==> src/wdrs_defs.vh <==
// constants for the watchdog, reset-cause and wake-source block
// assumes a 32-bit AXI4-Lite register bus, one register per aligned word
`ifndef WDRS_DEFS_VH
`define WDRS_DEFS_VH

// ==========================================================================
// register indices, byte address is four times the index
`define WDRS_IDX_STATUS 4'h0
`define WDRS_IDX_RLD_UPPER 4'h1
`define WDRS_IDX_RLD_HIGH 4'h2
`define WDRS_IDX_RLD_LOW 4'h3
`define WDRS_IDX_WAKE_EN 4'h5
`define WDRS_IDX_IRQ_STATUS 4'h6
`define WDRS_IDX_IRQ_MASK 4'h7

// ==========================================================================
// reset-cause status fields
`define WDRS_ST_POR 7
`define WDRS_ST_STOP 6
`define WDRS_ST_WDT 5
`define WDRS_ST_EXT 4
`define WDRS_ST_SM 0

// ==========================================================================
// interrupt status and mask fields
`define WDRS_IRQ_TIMEOUT 0
`define WDRS_IRQ_RECOVER 1
`define WDRS_IRQ_PINRST 2
`define WDRS_IRQ_W 3

// ==========================================================================
// reset values
`define WDRS_RST_RELOAD 24'hff_ffff
`define WDRS_RST_WAKE_EN 8'h00
`define WDRS_RST_IRQ_MASK 3'h0

// ==========================================================================
// bus answers
`define WDRS_RESP_OKAY 2'b00
`define WDRS_RESP_SLVERR 2'b10

`endif

==> src/wdrs_top.v <==
// watchdog counter, reset-cause flags, stop-mode halt select and
// pin-change wake sources behind an AXI4-Lite slave.
// assumes all inputs synchronous to i_clk_sys; i_nrst is the power-on reset;
// the rc oscillator tick arrives as a one-cycle pulse on i_rc_tick.
`timescale 1ns/100ps
`include "wdrs_defs.vh"

module wdrs_top #(
  parameter CNT_W = 24,
  parameter PIN_W = 8
) (
  // clock and reset
  input wire i_clk_sys,
  input wire i_nrst,
  // system events
  input wire i_stop_mode,
  input wire i_pin_reset,
  input wire i_wdt_refresh,
  input wire i_rc_tick,
  input wire [PIN_W-1:0] i_port_pins,
  // system outputs
  output reg o_wdt_reset,
  output reg o_stop_recover,
  output reg o_rc_run,
  output reg o_irq,
  // axi4-lite write address
  input wire [31:0] i_s_awaddr,
  input wire i_s_awvalid,
  output reg o_s_awready,
  // axi4-lite write data
  input wire [31:0] i_s_wdata,
  input wire [3:0] i_s_wstrb,
  input wire i_s_wvalid,
  output reg o_s_wready,
  // axi4-lite write response
  output reg [1:0] o_s_bresp,
  output reg o_s_bvalid,
  input wire i_s_bready,
  // axi4-lite read address
  input wire [31:0] i_s_araddr,
  input wire i_s_arvalid,
  output reg o_s_arready,
  // axi4-lite read data
  output reg [31:0] o_s_rdata,
  output reg [1:0] o_s_rresp,
  output reg o_s_rvalid,
  input wire i_s_rready
);

  // ========================================================================
  // reset release
  reg rst_meta_q;
  reg rst_n_q;

  always @(posedge i_clk_sys or negedge i_nrst) begin
    if (!i_nrst) begin
      rst_meta_q <= 1'b0;
      rst_n_q <= 1'b0;
    end else begin
      rst_meta_q <= 1'b1;
      rst_n_q <= rst_meta_q;
    end
  end

  // ========================================================================
  // address decode: 4-bit index from an aligned byte address, 4'hf unmapped
  function [3:0] reg_index;
    input [31:0] addr;
    begin
      if (addr[1:0] != 2'b00 || addr[31:5] != 27'h000_0000) begin
        reg_index = 4'hf;
      end else begin
        case (addr[4:2])
          3'd0: reg_index = `WDRS_IDX_STATUS;
          3'd1: reg_index = `WDRS_IDX_RLD_UPPER;
          3'd2: reg_index = `WDRS_IDX_RLD_HIGH;
          3'd3: reg_index = `WDRS_IDX_RLD_LOW;
          3'd5: reg_index = `WDRS_IDX_WAKE_EN;
          3'd6: reg_index = `WDRS_IDX_IRQ_STATUS;
          3'd7: reg_index = `WDRS_IDX_IRQ_MASK;
          default: reg_index = 4'hf;
        endcase
      end
    end
  endfunction

  // one byte lane of a register word
  function [7:0] byte_of;
    input [31:0] word;
    input [1:0] lane;
    begin
      byte_of = word[lane*8 +: 8];
    end
  endfunction

  // ========================================================================
  // state
  reg por_q;
  reg stop_q;
  reg wdt_q;
  reg ext_q;
  reg halt_sel_q;
  reg [CNT_W-1:0] reload_q;
  reg [CNT_W-1:0] count_q;
  reg [PIN_W-1:0] wake_en_q;
  reg [PIN_W-1:0] pins_prev_q;
  reg [`WDRS_IRQ_W-1:0] irq_st_q;
  reg [`WDRS_IRQ_W-1:0] irq_mask_q;
  reg [31:0] awaddr_q;
  reg aw_have_q;
  reg [31:0] wdata_q;
  reg [3:0] wstrb_q;
  reg w_have_q;

  // ========================================================================
  // watchdog events
  wire halted = i_stop_mode & halt_sel_q;
  wire tick = i_rc_tick & ~halted;
  wire timeout = tick & ~i_wdt_refresh & (count_q == {CNT_W{1'b0}});
  wire to_stop = timeout & i_stop_mode;
  wire to_run = timeout & ~i_stop_mode;
  wire pin_wake = i_stop_mode & (|((i_port_pins ^ pins_prev_q) & wake_en_q));
  wire recover = to_stop | pin_wake;

  // ========================================================================
  // bus decode
  wire wr_go = aw_have_q & w_have_q & ~o_s_bvalid;
  wire [3:0] wr_idx = reg_index(awaddr_q);
  wire wr_lane0 = wr_go & wstrb_q[0];
  wire rd_go = i_s_arvalid & o_s_arready;
  wire [3:0] rd_idx = reg_index(i_s_araddr);
  wire rd_clear = rd_go & (rd_idx == `WDRS_IDX_STATUS);
  wire [31:0] count_word = {{(32-CNT_W){1'b0}}, count_q};

  reg [31:0] rd_mux;
  always @* begin
    rd_mux = 32'h0000_0000;
    case (rd_idx)
      `WDRS_IDX_STATUS: begin
        rd_mux[`WDRS_ST_POR] = por_q;
        rd_mux[`WDRS_ST_STOP] = stop_q;
        rd_mux[`WDRS_ST_WDT] = wdt_q;
        rd_mux[`WDRS_ST_EXT] = ext_q;
        rd_mux[`WDRS_ST_SM] = halt_sel_q;
      end
      `WDRS_IDX_RLD_UPPER: rd_mux[7:0] = byte_of(count_word, 2'd2);
      `WDRS_IDX_RLD_HIGH: rd_mux[7:0] = byte_of(count_word, 2'd1);
      `WDRS_IDX_RLD_LOW: rd_mux[7:0] = byte_of(count_word, 2'd0);
      `WDRS_IDX_WAKE_EN: rd_mux[PIN_W-1:0] = wake_en_q;
      `WDRS_IDX_IRQ_STATUS: rd_mux[`WDRS_IRQ_W-1:0] = irq_st_q;
      `WDRS_IDX_IRQ_MASK: rd_mux[`WDRS_IRQ_W-1:0] = irq_mask_q;
      default: rd_mux = 32'h0000_0000;
    endcase
  end

  // ========================================================================
  // reset-cause flags: events win over the read clear
  reg por_d;
  reg stop_d;
  reg wdt_d;
  reg ext_d;

  always @* begin
    por_d = por_q;
    stop_d = stop_q;
    wdt_d = wdt_q;
    ext_d = ext_q;
    if (timeout | recover) begin
      por_d = 1'b0;
    end else if (rd_clear) begin
      por_d = 1'b0;
    end
    if (recover) begin
      stop_d = 1'b1;
    end else if (to_run | rd_clear) begin
      stop_d = 1'b0;
    end
    if (timeout) begin
      wdt_d = 1'b1;
    end else if (pin_wake | rd_clear) begin
      wdt_d = 1'b0;
    end
    if (i_pin_reset) begin
      ext_d = 1'b1;
    end else if (pin_wake | rd_clear) begin
      ext_d = 1'b0;
    end
  end

  always @(posedge i_clk_sys or negedge rst_n_q) begin
    if (!rst_n_q) begin
      por_q <= 1'b1;
      stop_q <= 1'b0;
      wdt_q <= 1'b0;
      ext_q <= 1'b0;
    end else begin
      por_q <= por_d;
      stop_q <= stop_d;
      wdt_q <= wdt_d;
      ext_q <= ext_d;
    end
  end

  // ========================================================================
  // watchdog count: refresh or time-out reloads, a live tick steps down
  reg [CNT_W-1:0] count_d;

  always @* begin
    if (i_wdt_refresh | timeout) begin
      count_d = reload_q;
    end else if (tick) begin
      count_d = count_q - 1'b1;
    end else begin
      count_d = count_q;
    end
  end

  // ========================================================================
  // watchdog counter and control registers
  always @(posedge i_clk_sys or negedge rst_n_q) begin
    if (!rst_n_q) begin
      reload_q <= `WDRS_RST_RELOAD;
      count_q <= `WDRS_RST_RELOAD;
      halt_sel_q <= 1'b0;
      wake_en_q <= `WDRS_RST_WAKE_EN;
      irq_mask_q <= `WDRS_RST_IRQ_MASK;
      pins_prev_q <= {PIN_W{1'b0}};
      o_rc_run <= 1'b1;
      o_wdt_reset <= 1'b0;
      o_stop_recover <= 1'b0;
    end else begin
      pins_prev_q <= i_port_pins;
      o_rc_run <= ~halted;
      o_wdt_reset <= to_run;
      o_stop_recover <= recover;
      count_q <= count_d;
      if (wr_lane0) begin
        case (wr_idx)
          // reserved bits are ignored on write
          `WDRS_IDX_STATUS: halt_sel_q <= wdata_q[`WDRS_ST_SM];
          `WDRS_IDX_RLD_UPPER: reload_q[23:16] <= wdata_q[7:0];
          `WDRS_IDX_RLD_HIGH: reload_q[15:8] <= wdata_q[7:0];
          `WDRS_IDX_RLD_LOW: reload_q[7:0] <= wdata_q[7:0];
          `WDRS_IDX_WAKE_EN: wake_en_q <= wdata_q[PIN_W-1:0];
          `WDRS_IDX_IRQ_MASK: irq_mask_q <= wdata_q[`WDRS_IRQ_W-1:0];
          default: halt_sel_q <= halt_sel_q;
        endcase
      end
    end
  end

  // ========================================================================
  // interrupt status, write one to clear, set wins
  wire [`WDRS_IRQ_W-1:0] irq_set = {i_pin_reset, recover, timeout};
  wire [`WDRS_IRQ_W-1:0] irq_clr =
    (wr_lane0 && wr_idx == `WDRS_IDX_IRQ_STATUS) ? wdata_q[`WDRS_IRQ_W-1:0]
                                                 : {`WDRS_IRQ_W{1'b0}};
  wire [`WDRS_IRQ_W-1:0] irq_st_d = (irq_st_q & ~irq_clr) | irq_set;

  always @(posedge i_clk_sys or negedge rst_n_q) begin
    if (!rst_n_q) begin
      irq_st_q <= {`WDRS_IRQ_W{1'b0}};
      o_irq <= 1'b0;
    end else begin
      irq_st_q <= irq_st_d;
      o_irq <= |(irq_st_d & irq_mask_q);
    end
  end

  // ========================================================================
  // axi4-lite write channel
  always @(posedge i_clk_sys or negedge rst_n_q) begin
    if (!rst_n_q) begin
      o_s_awready <= 1'b1;
      o_s_wready <= 1'b1;
      o_s_bvalid <= 1'b0;
      o_s_bresp <= `WDRS_RESP_OKAY;
      aw_have_q <= 1'b0;
      w_have_q <= 1'b0;
      awaddr_q <= 32'h0000_0000;
      wdata_q <= 32'h0000_0000;
      wstrb_q <= 4'h0;
    end else begin
      if (i_s_awvalid & o_s_awready) begin
        awaddr_q <= i_s_awaddr;
        aw_have_q <= 1'b1;
        o_s_awready <= 1'b0;
      end
      if (i_s_wvalid & o_s_wready) begin
        wdata_q <= i_s_wdata;
        wstrb_q <= i_s_wstrb;
        w_have_q <= 1'b1;
        o_s_wready <= 1'b0;
      end
      if (wr_go) begin
        aw_have_q <= 1'b0;
        w_have_q <= 1'b0;
        o_s_bvalid <= 1'b1;
        o_s_bresp <= (wr_idx == 4'hf) ? `WDRS_RESP_SLVERR : `WDRS_RESP_OKAY;
      end
      if (o_s_bvalid & i_s_bready) begin
        o_s_bvalid <= 1'b0;
        o_s_awready <= 1'b1;
        o_s_wready <= 1'b1;
      end
    end
  end

  // ========================================================================
  // axi4-lite read channel
  always @(posedge i_clk_sys or negedge rst_n_q) begin
    if (!rst_n_q) begin
      o_s_arready <= 1'b1;
      o_s_rvalid <= 1'b0;
      o_s_rdata <= 32'h0000_0000;
      o_s_rresp <= `WDRS_RESP_OKAY;
    end else begin
      if (rd_go) begin
        o_s_arready <= 1'b0;
        o_s_rvalid <= 1'b1;
        o_s_rdata <= rd_mux;
        o_s_rresp <= (rd_idx == 4'hf) ? `WDRS_RESP_SLVERR : `WDRS_RESP_OKAY;
      end
      if (o_s_rvalid & i_s_rready) begin
        o_s_rvalid <= 1'b0;
        o_s_arready <= 1'b1;
      end
    end
  end

endmodule

==> config.mk <==
export PLATFORM = sky130hd
export DESIGN_NAME = wdrs_top
export DESIGN_NICKNAME = d
export VERILOG_FILES = /design/src/wdrs_top.v
export VERILOG_INCLUDE_DIRS = /design/src
export SDC_FILE = /design/constraint.sdc
export NUM_CORES = 1
export LEC_CHECK = 0
export BUFFER_PORTS_ARGS = -buffer_cell sky130_fd_sc_hd__buf_2
export CORE_MARGIN = 2
export CORE_UTILIZATION = 35
export DETAILED_ROUTE_END_ITERATION = 16
export GPL_TIMING_DRIVEN = 0
export SLEW_MARGIN = 15
export SYNTH_ARGS = -nofsm -noshare
export SYNTH_HDL_FRONTEND = slang
export SYNTH_SLANG_ARGS = --single-unit
==> constraint.sdc <==
create_clock -name i_clk_sys -period 5.6 [get_ports i_clk_sys]
set_input_delay 0.56 -clock i_clk_sys [delete_from_list [all_inputs] [get_ports i_clk_sys]]
set_output_delay 0.56 -clock i_clk_sys [all_outputs]
set_load 0.05 [all_outputs]
* After elaboration in Yosys (flattened, before gate mapping)
Cells that the tools add are included.
Storage, ports and cells: register bits 141, output and inout bits 45, logic and storage cells 155, bits of input ports 119
Operators by class: reduce and logical (&&, ||, !) cells 31, bitwise operators 31, add/subtract/negate cells 1, eq/ne operators 26, multiplexer cells 34
Operators by type and width (number):
- one-hot mux 4 bit (7 select lines) | 2
- nonzero test 27 bit | 2
- two-way mux 24 bit | 2
- nonzero test 2 bit | 13
- equality test 4 x 3 -> 1 bit, second input constant | 6
- logical NOT 24 bit | 1
- subtractor 24 x 1 -> 24 bit, second input constant | 1
- two-way mux 1 bit | 21
- one-hot mux 4 bit (5 select lines) | 1
- equality test 3 bit, second input constant | 6
- bitwise AND 1 bit | 16
- equality test 4 x 2 -> 1 bit, second input constant | 4
- equality test 3 x 2 -> 1 bit, second input constant | 4
- one-hot mux 2 bit (6 select lines) | 1
- AND reduction 2 bit | 6
- bitwise AND 8 bit | 1
- equality test 4 x 1 -> 1 bit, second input constant | 2
- equality test 4 bit, second input constant | 2
- logical NOT 4 bit | 2
- two-way mux 4 bit | 2
- OR reduction 8 bit | 1
- XOR 8 bit | 1
- one-hot mux 1 bit (7 select lines) | 1
- bitwise AND 3 bit | 2
- 12 further kinds | 23

* Longest topological paths before layout
depth after elaboration 11, gate-level depth with buffers 9

* Worst setup path before layout
OpenSTA, ideal clock, no wires.
path kind input -> register, from input port i_rc_tick, to register count_q[10], data arrival time 2.045 ns, setup slack 3.482 ns, stages on the path 7, library setup time 0.073 ns, cell sequence a21bo_2 -> or4_4 -> nor4b_4 -> nor2_2 -> buf_6 -> buf_6 -> a21oi_1
On the way: cells in the longest elaborated chain, start to end 5, elaborated cells between the ends (all ways) 6, those cells by class mux (1); bitwise (4); reduce/logical (1)
Ends and longest elaborated chain:
- start: declaration | RTL line wdrs_top.v:19 | input wire i_rc_tick,
- bitwise AND 1 bit * | RTL line wdrs_top.v:118 | wire tick = i_rc_tick & ~halted;
- bitwise AND 1 bit (2 in series) | RTL line wdrs_top.v:119 | wire timeout = tick & ~i_wdt_refresh & (count_q == {CNT_W{1'b0}});
- OR 1 bit | RTL line wdrs_top.v:209 | if (i_wdt_refresh | timeout) begin
- two-way mux 24 bit / nonzero test 2 bit (equally long branches)
- end signal: assignment | RTL line wdrs_top.v:223 | count_q <= `WDRS_RST_RELOAD;
- end signal: assignment | RTL line wdrs_top.v:236 | count_q <= count_d;
- end: declaration | RTL line wdrs_top.v:104 | reg [CNT_W-1:0] count_q;
Every way passes the cells marked *; elsewhere a longest branch is shown, timed or not. A chain may end at the register's enable or synchronous reset.

* Worst setup path in the final report
from register awaddr_q[26], to register o_irq
On the way: cells in the longest elaborated chain, start to end 11
Ends and longest elaborated chain:
- start: declaration | RTL line wdrs_top.v:109 | reg [31:0] awaddr_q;
- start signal: assignment | RTL line wdrs_top.v:285 | awaddr_q <= i_s_awaddr;
- nonzero test 27 bit | RTL line wdrs_top.v:70 | if (addr[1:0] != 2'b00 || addr[31:5] != 27'h000_0000) begin
- logical OR 1 bit | RTL line wdrs_top.v:70
- two-way mux 4 bit | RTL line wdrs_top.v:70
- equality test 4 x 3 -> 1 bit (no source line)
- logical AND 1 bit (no source line)
- two-way mux 3 bit | RTL line wdrs_top.v:256 | (wr_lane0 && wr_idx == `WDRS_IDX_IRQ_STATUS) ? wdata_q[`WDRS_IRQ_W-1:0]
- inverter 3 bit | RTL line wdrs_top.v:258 | wire [`WDRS_IRQ_W-1:0] irq_st_d = (irq_st_q & ~irq_clr) | irq_set;
- bitwise AND 3 bit | RTL line wdrs_top.v:258
- OR 3 bit | RTL line wdrs_top.v:258
- bitwise AND 3 bit | RTL line wdrs_top.v:266 | o_irq <= |(irq_st_d & irq_mask_q);
- OR reduction 3 bit | RTL line wdrs_top.v:266
- end signal: assignment | RTL line wdrs_top.v:266
- end: declaration | RTL line wdrs_top.v:25 | output reg o_irq,
Every way passes these cells.

==> results.yml <==
status:
  outcome: "finished clean"
layout:
  final_net_count: 804
  fraction_of_final_layout_cells_with_drive_strength_greater_than_1_pct: 46.4
  post-route-cell-area_um2: 7980
  count_of_filler_cells_inserted_in_the_layout: 1676
  insertedDiodeCount: 0
  final_core_util_pct: 44.4
  area_growth_pct: 24.1
worst_setup_path:
  cp_top_family: "simple AND/OR/NAND/NOR gates"
  setup.worst_path.start_class: "register"
  timing.critical_path.cells: "nor4_1 > nand4_1 > nor4_1 > a21boi_0 > o21a_1 > a221o_1"
  arrival_time_at_the_worst_endpoint_ps: 2980
  worst_path_max_delay_cell: "nor4_1"
  worst_path_required_time_ps: 5890
  cpPeakStageDelay_ps: 810
  critical_path.most_common_cell: "nor4_1"
  cp_num_buf_inv: 0
  kind_of_capture_point_of_the_worst_setup_path: "register"
  path_max_fanout: 3
  critPathKind: "register to register"
clock_network:
  cts_tree: "done"
  tritoncts_buffer_count: 17
  worst_skew_pair.late_latency_ps: 420
  clock_sink_count: 139
  clkSlewWorstSetupHoldPaths_ps: 60
  cts.root.buffer_cell: "clkbuf_16"
  ctsLongestPathBuffers: 2
  htreeDepth: 4
  cts_repair_resize_count: 0
  cts_post_setup_buffers_inserted: 0
grt:
  grt.total_usage_pct: 15.9
  largest_net_degree_at_the_start_of_global_routing: 63
  first_global_vias: 4767
  grt-ovfl-total: 0
  antenna_violations_before_repair: 0
  grt_pass1_wl_um: 24300
floorplanning:
  boundaryPins: 164
  die_area_um2: 19500
  row_count: 49
  die_h_um: 140
  initial_core_util_pct: 35.8
  chipWidth_um: 140
  core-area_um2: 18000
placement:
  numPortBuffers: 107
  place.gp.congestion: 0.860
  detailed_place.area_um2: 7400
  hpwl_um: 11500
drt:
  topmost_layer_with_routed_signal_wires: "met4"
  wl_met3_um: 1240
  route.antenna.remaining_nets: 0
  detailroute.wirelength.met2_um: 7260
  drt_first_pass_iters: 4
  number_of_drc_violations_after_detailed_routing: 0
  via_count: 4594
  wl_um: 15000
  met1_length_um: 6220
  viasPerCell: 4.97
  wl_per_cell_um: 16.2
  drt_iter0_drc: 163
synthesis:
  synth_most_common_cell: "dfrtp_1"
  synth.top_cell.area_share_pct: 33.5
  syn_inst: 529
  yosys_warnings: 0
  synth_cell_type_count: 53
  synth_ff_type: "dfrtp_1"
  synth_enable_flop_cells: 0
  synth_largest_area_cell: "dfrtp_1"
  synth.cell_area_um2: 6430
  postSynth.asyncResetShare_pct: 100
  synth.ff_latch_count: 139
  synth.yosys.seq_area_share_pct: 55.2
  post_synth_most_frequent_cells: "dfrtp_1 (86), mux2_2 (80), dfstp_2 (53), nor2_1 (42), a21oi_1 (27)"
  post_synth_main_area_contributors: "dfrtp_1 (33%), dfstp_2 (22%), mux2_2 (14%)"
  avgSynthCellArea_um2: 12.1
run:
  max_cap_violations: 0
power:
  totalPowerFinal_mw: 2.97
  p_per_area_nw_per_um2: 372
  power.leakage_nw: 3.58
  vdd.ir_drop.worst_mv: 0.256
timing:
  timing.setup.tns_ps: 0
  finalMaxSlewViolations: 0
  timing.slew.headroom_pct: 41.5
  fin_skew_ps: 7.57
  hold_viol: 0
  setup_viol_count_final: 0
  grt_setup_unrepaired: "no"
  hold_slack_ps: 220
  period_share_pct: 48.1
  final.min_clock_period_ps: 2690
  max_clock_freq_mhz: 371
  worst_slew_pin_slew_ps: 870
min_path:
  worstHoldPathType: "register to asynchronous set/reset pin"
cells in the final DEF, fill, tap and decap left out, types with 3 or more instances in the layout:
cell type     n
nand2_1      24
buf_1         5
nor4_1       20
clkinv_2      3
clkbuf_8      3
nor2_1       42
conb_1       27
and3_1        3
mux4_2        5
nor3_1       10
buf_6         3
clkinvlp_4    4
o21ai_0      15
a21o_1        5
nand2_2       3
inv_1         8
dfrtp_1      85
clkbuf_16    17
buf_4        26
nor2b_1       3
nand4_1       8
nand2b_1      3
clkbuf_1      8
mux2_2       80
a22oi_1      11
xnor2_1      14
xor2_1       16
dfstp_2      53
buf_2       109
nand3_1      11
a21oi_1      27
final cells by class:
type | instances | area (um^2) | area share [%]
inverter | 8 | 30.0 | 0.376
sequential | 139 | 3550 | 44.5
timing repair buffer | 110 | 601 | 7.53
multi-input combinational | 365 | 2670 | 33.4
clock inverter | 10 | 92.6 | 1.16
clock buffer | 22 | 474 | 5.94
buffer | 42 | 280 | 3.51
tap | 229 | 287 | 3.59
metal layers:
| metal | global-route usage, % | up-vias |
|---|---|---|
| li1 | - | 2157 |
| met2 | 26.8 | 189 |
| met5 | 0 | - |
| met1 | 19.0 | 2230 |
| met4 | 5.10 | 0 |
| met3 | 5.64 | 18 |
cell families (layout without fill, tap and decap cells):
group	count (synthesis)	count (layout)	share of synthesized area, %
DFF	139	139	55.2
xor gates and xnor gates	30	30	4.09
and+or+nand+nor	146	146	12.3
other	2	27	0.117
adders and majority gates	2	2	0.389
AOI/OAI and AO/OA	73	73	7.05
buffers and inverters	50	192	4.83
muxes	87	87	16.1
path summary, 6_finish.rpt:
check / from / endpoint / slack, ps / depth (start not counted)
worst max-delay path: awaddr_q[26]$_DFFE_PN0P_ / o_irq$_DFF_PN0_ / 2910 / 6
worst min-delay path: rst_n_q$_DFF_PN0_ / awaddr_q[0]$_DFFE_PN0P_ / 220 / 0
worst max register to register: awaddr_q[26]$_DFFE_PN0P_ / o_irq$_DFF_PN0_ / 2910 / 6
worst min register to register: rst_n_q$_DFF_PN0_ / awaddr_q[0]$_DFFE_PN0P_ / 220 / 0
max in group asynchronous: rst_n_q$_DFF_PN0_ / count_q[8]$_DFFE_PN1P_ / 4430 / 2
min in group i_clk_sys: i_port_pins[7] / pins_prev_q[7]$_DFF_PN0_ / 270 / 1
stage by stage:
step,setup slack [ps],std cells
6_report,2910,925
5_1_grt,2860,925
4_1_cts,2960,925
3_5_place_dp,3000,892
3_3_place_gp,249,890
2_1_floorplan,1530,554
power breakdown:
part	leakage [nW]	total, mW	internal [mW]	switching [mW]
combinational	1.68	0.507	0.244	0.263
sequential	1.62	1.40	1.21	0.188
clock	0.269	1.07	0.645	0.421
total	3.58	2.97	2.10	0.871
registers in the layout, indices dropped and copies added, names as in the netlist, 3 cells and up:
signal / flops
awaddr_q: 32
count_q: 24
irq_mask_q: 3
irq_st_q: 3
o_s_rdata: 8
pins_prev_q: 8
reload_q: 24
wake_en_q: 8
wdata_q: 8
repair_timing:
item | 4_1_cts | 5_1_grt
hold buffers | 1 | 0
setup endpoints to repair | 0 | 0
endpoints found under the hold margin | 2 | 0
(Power assumes the default switching activity.)
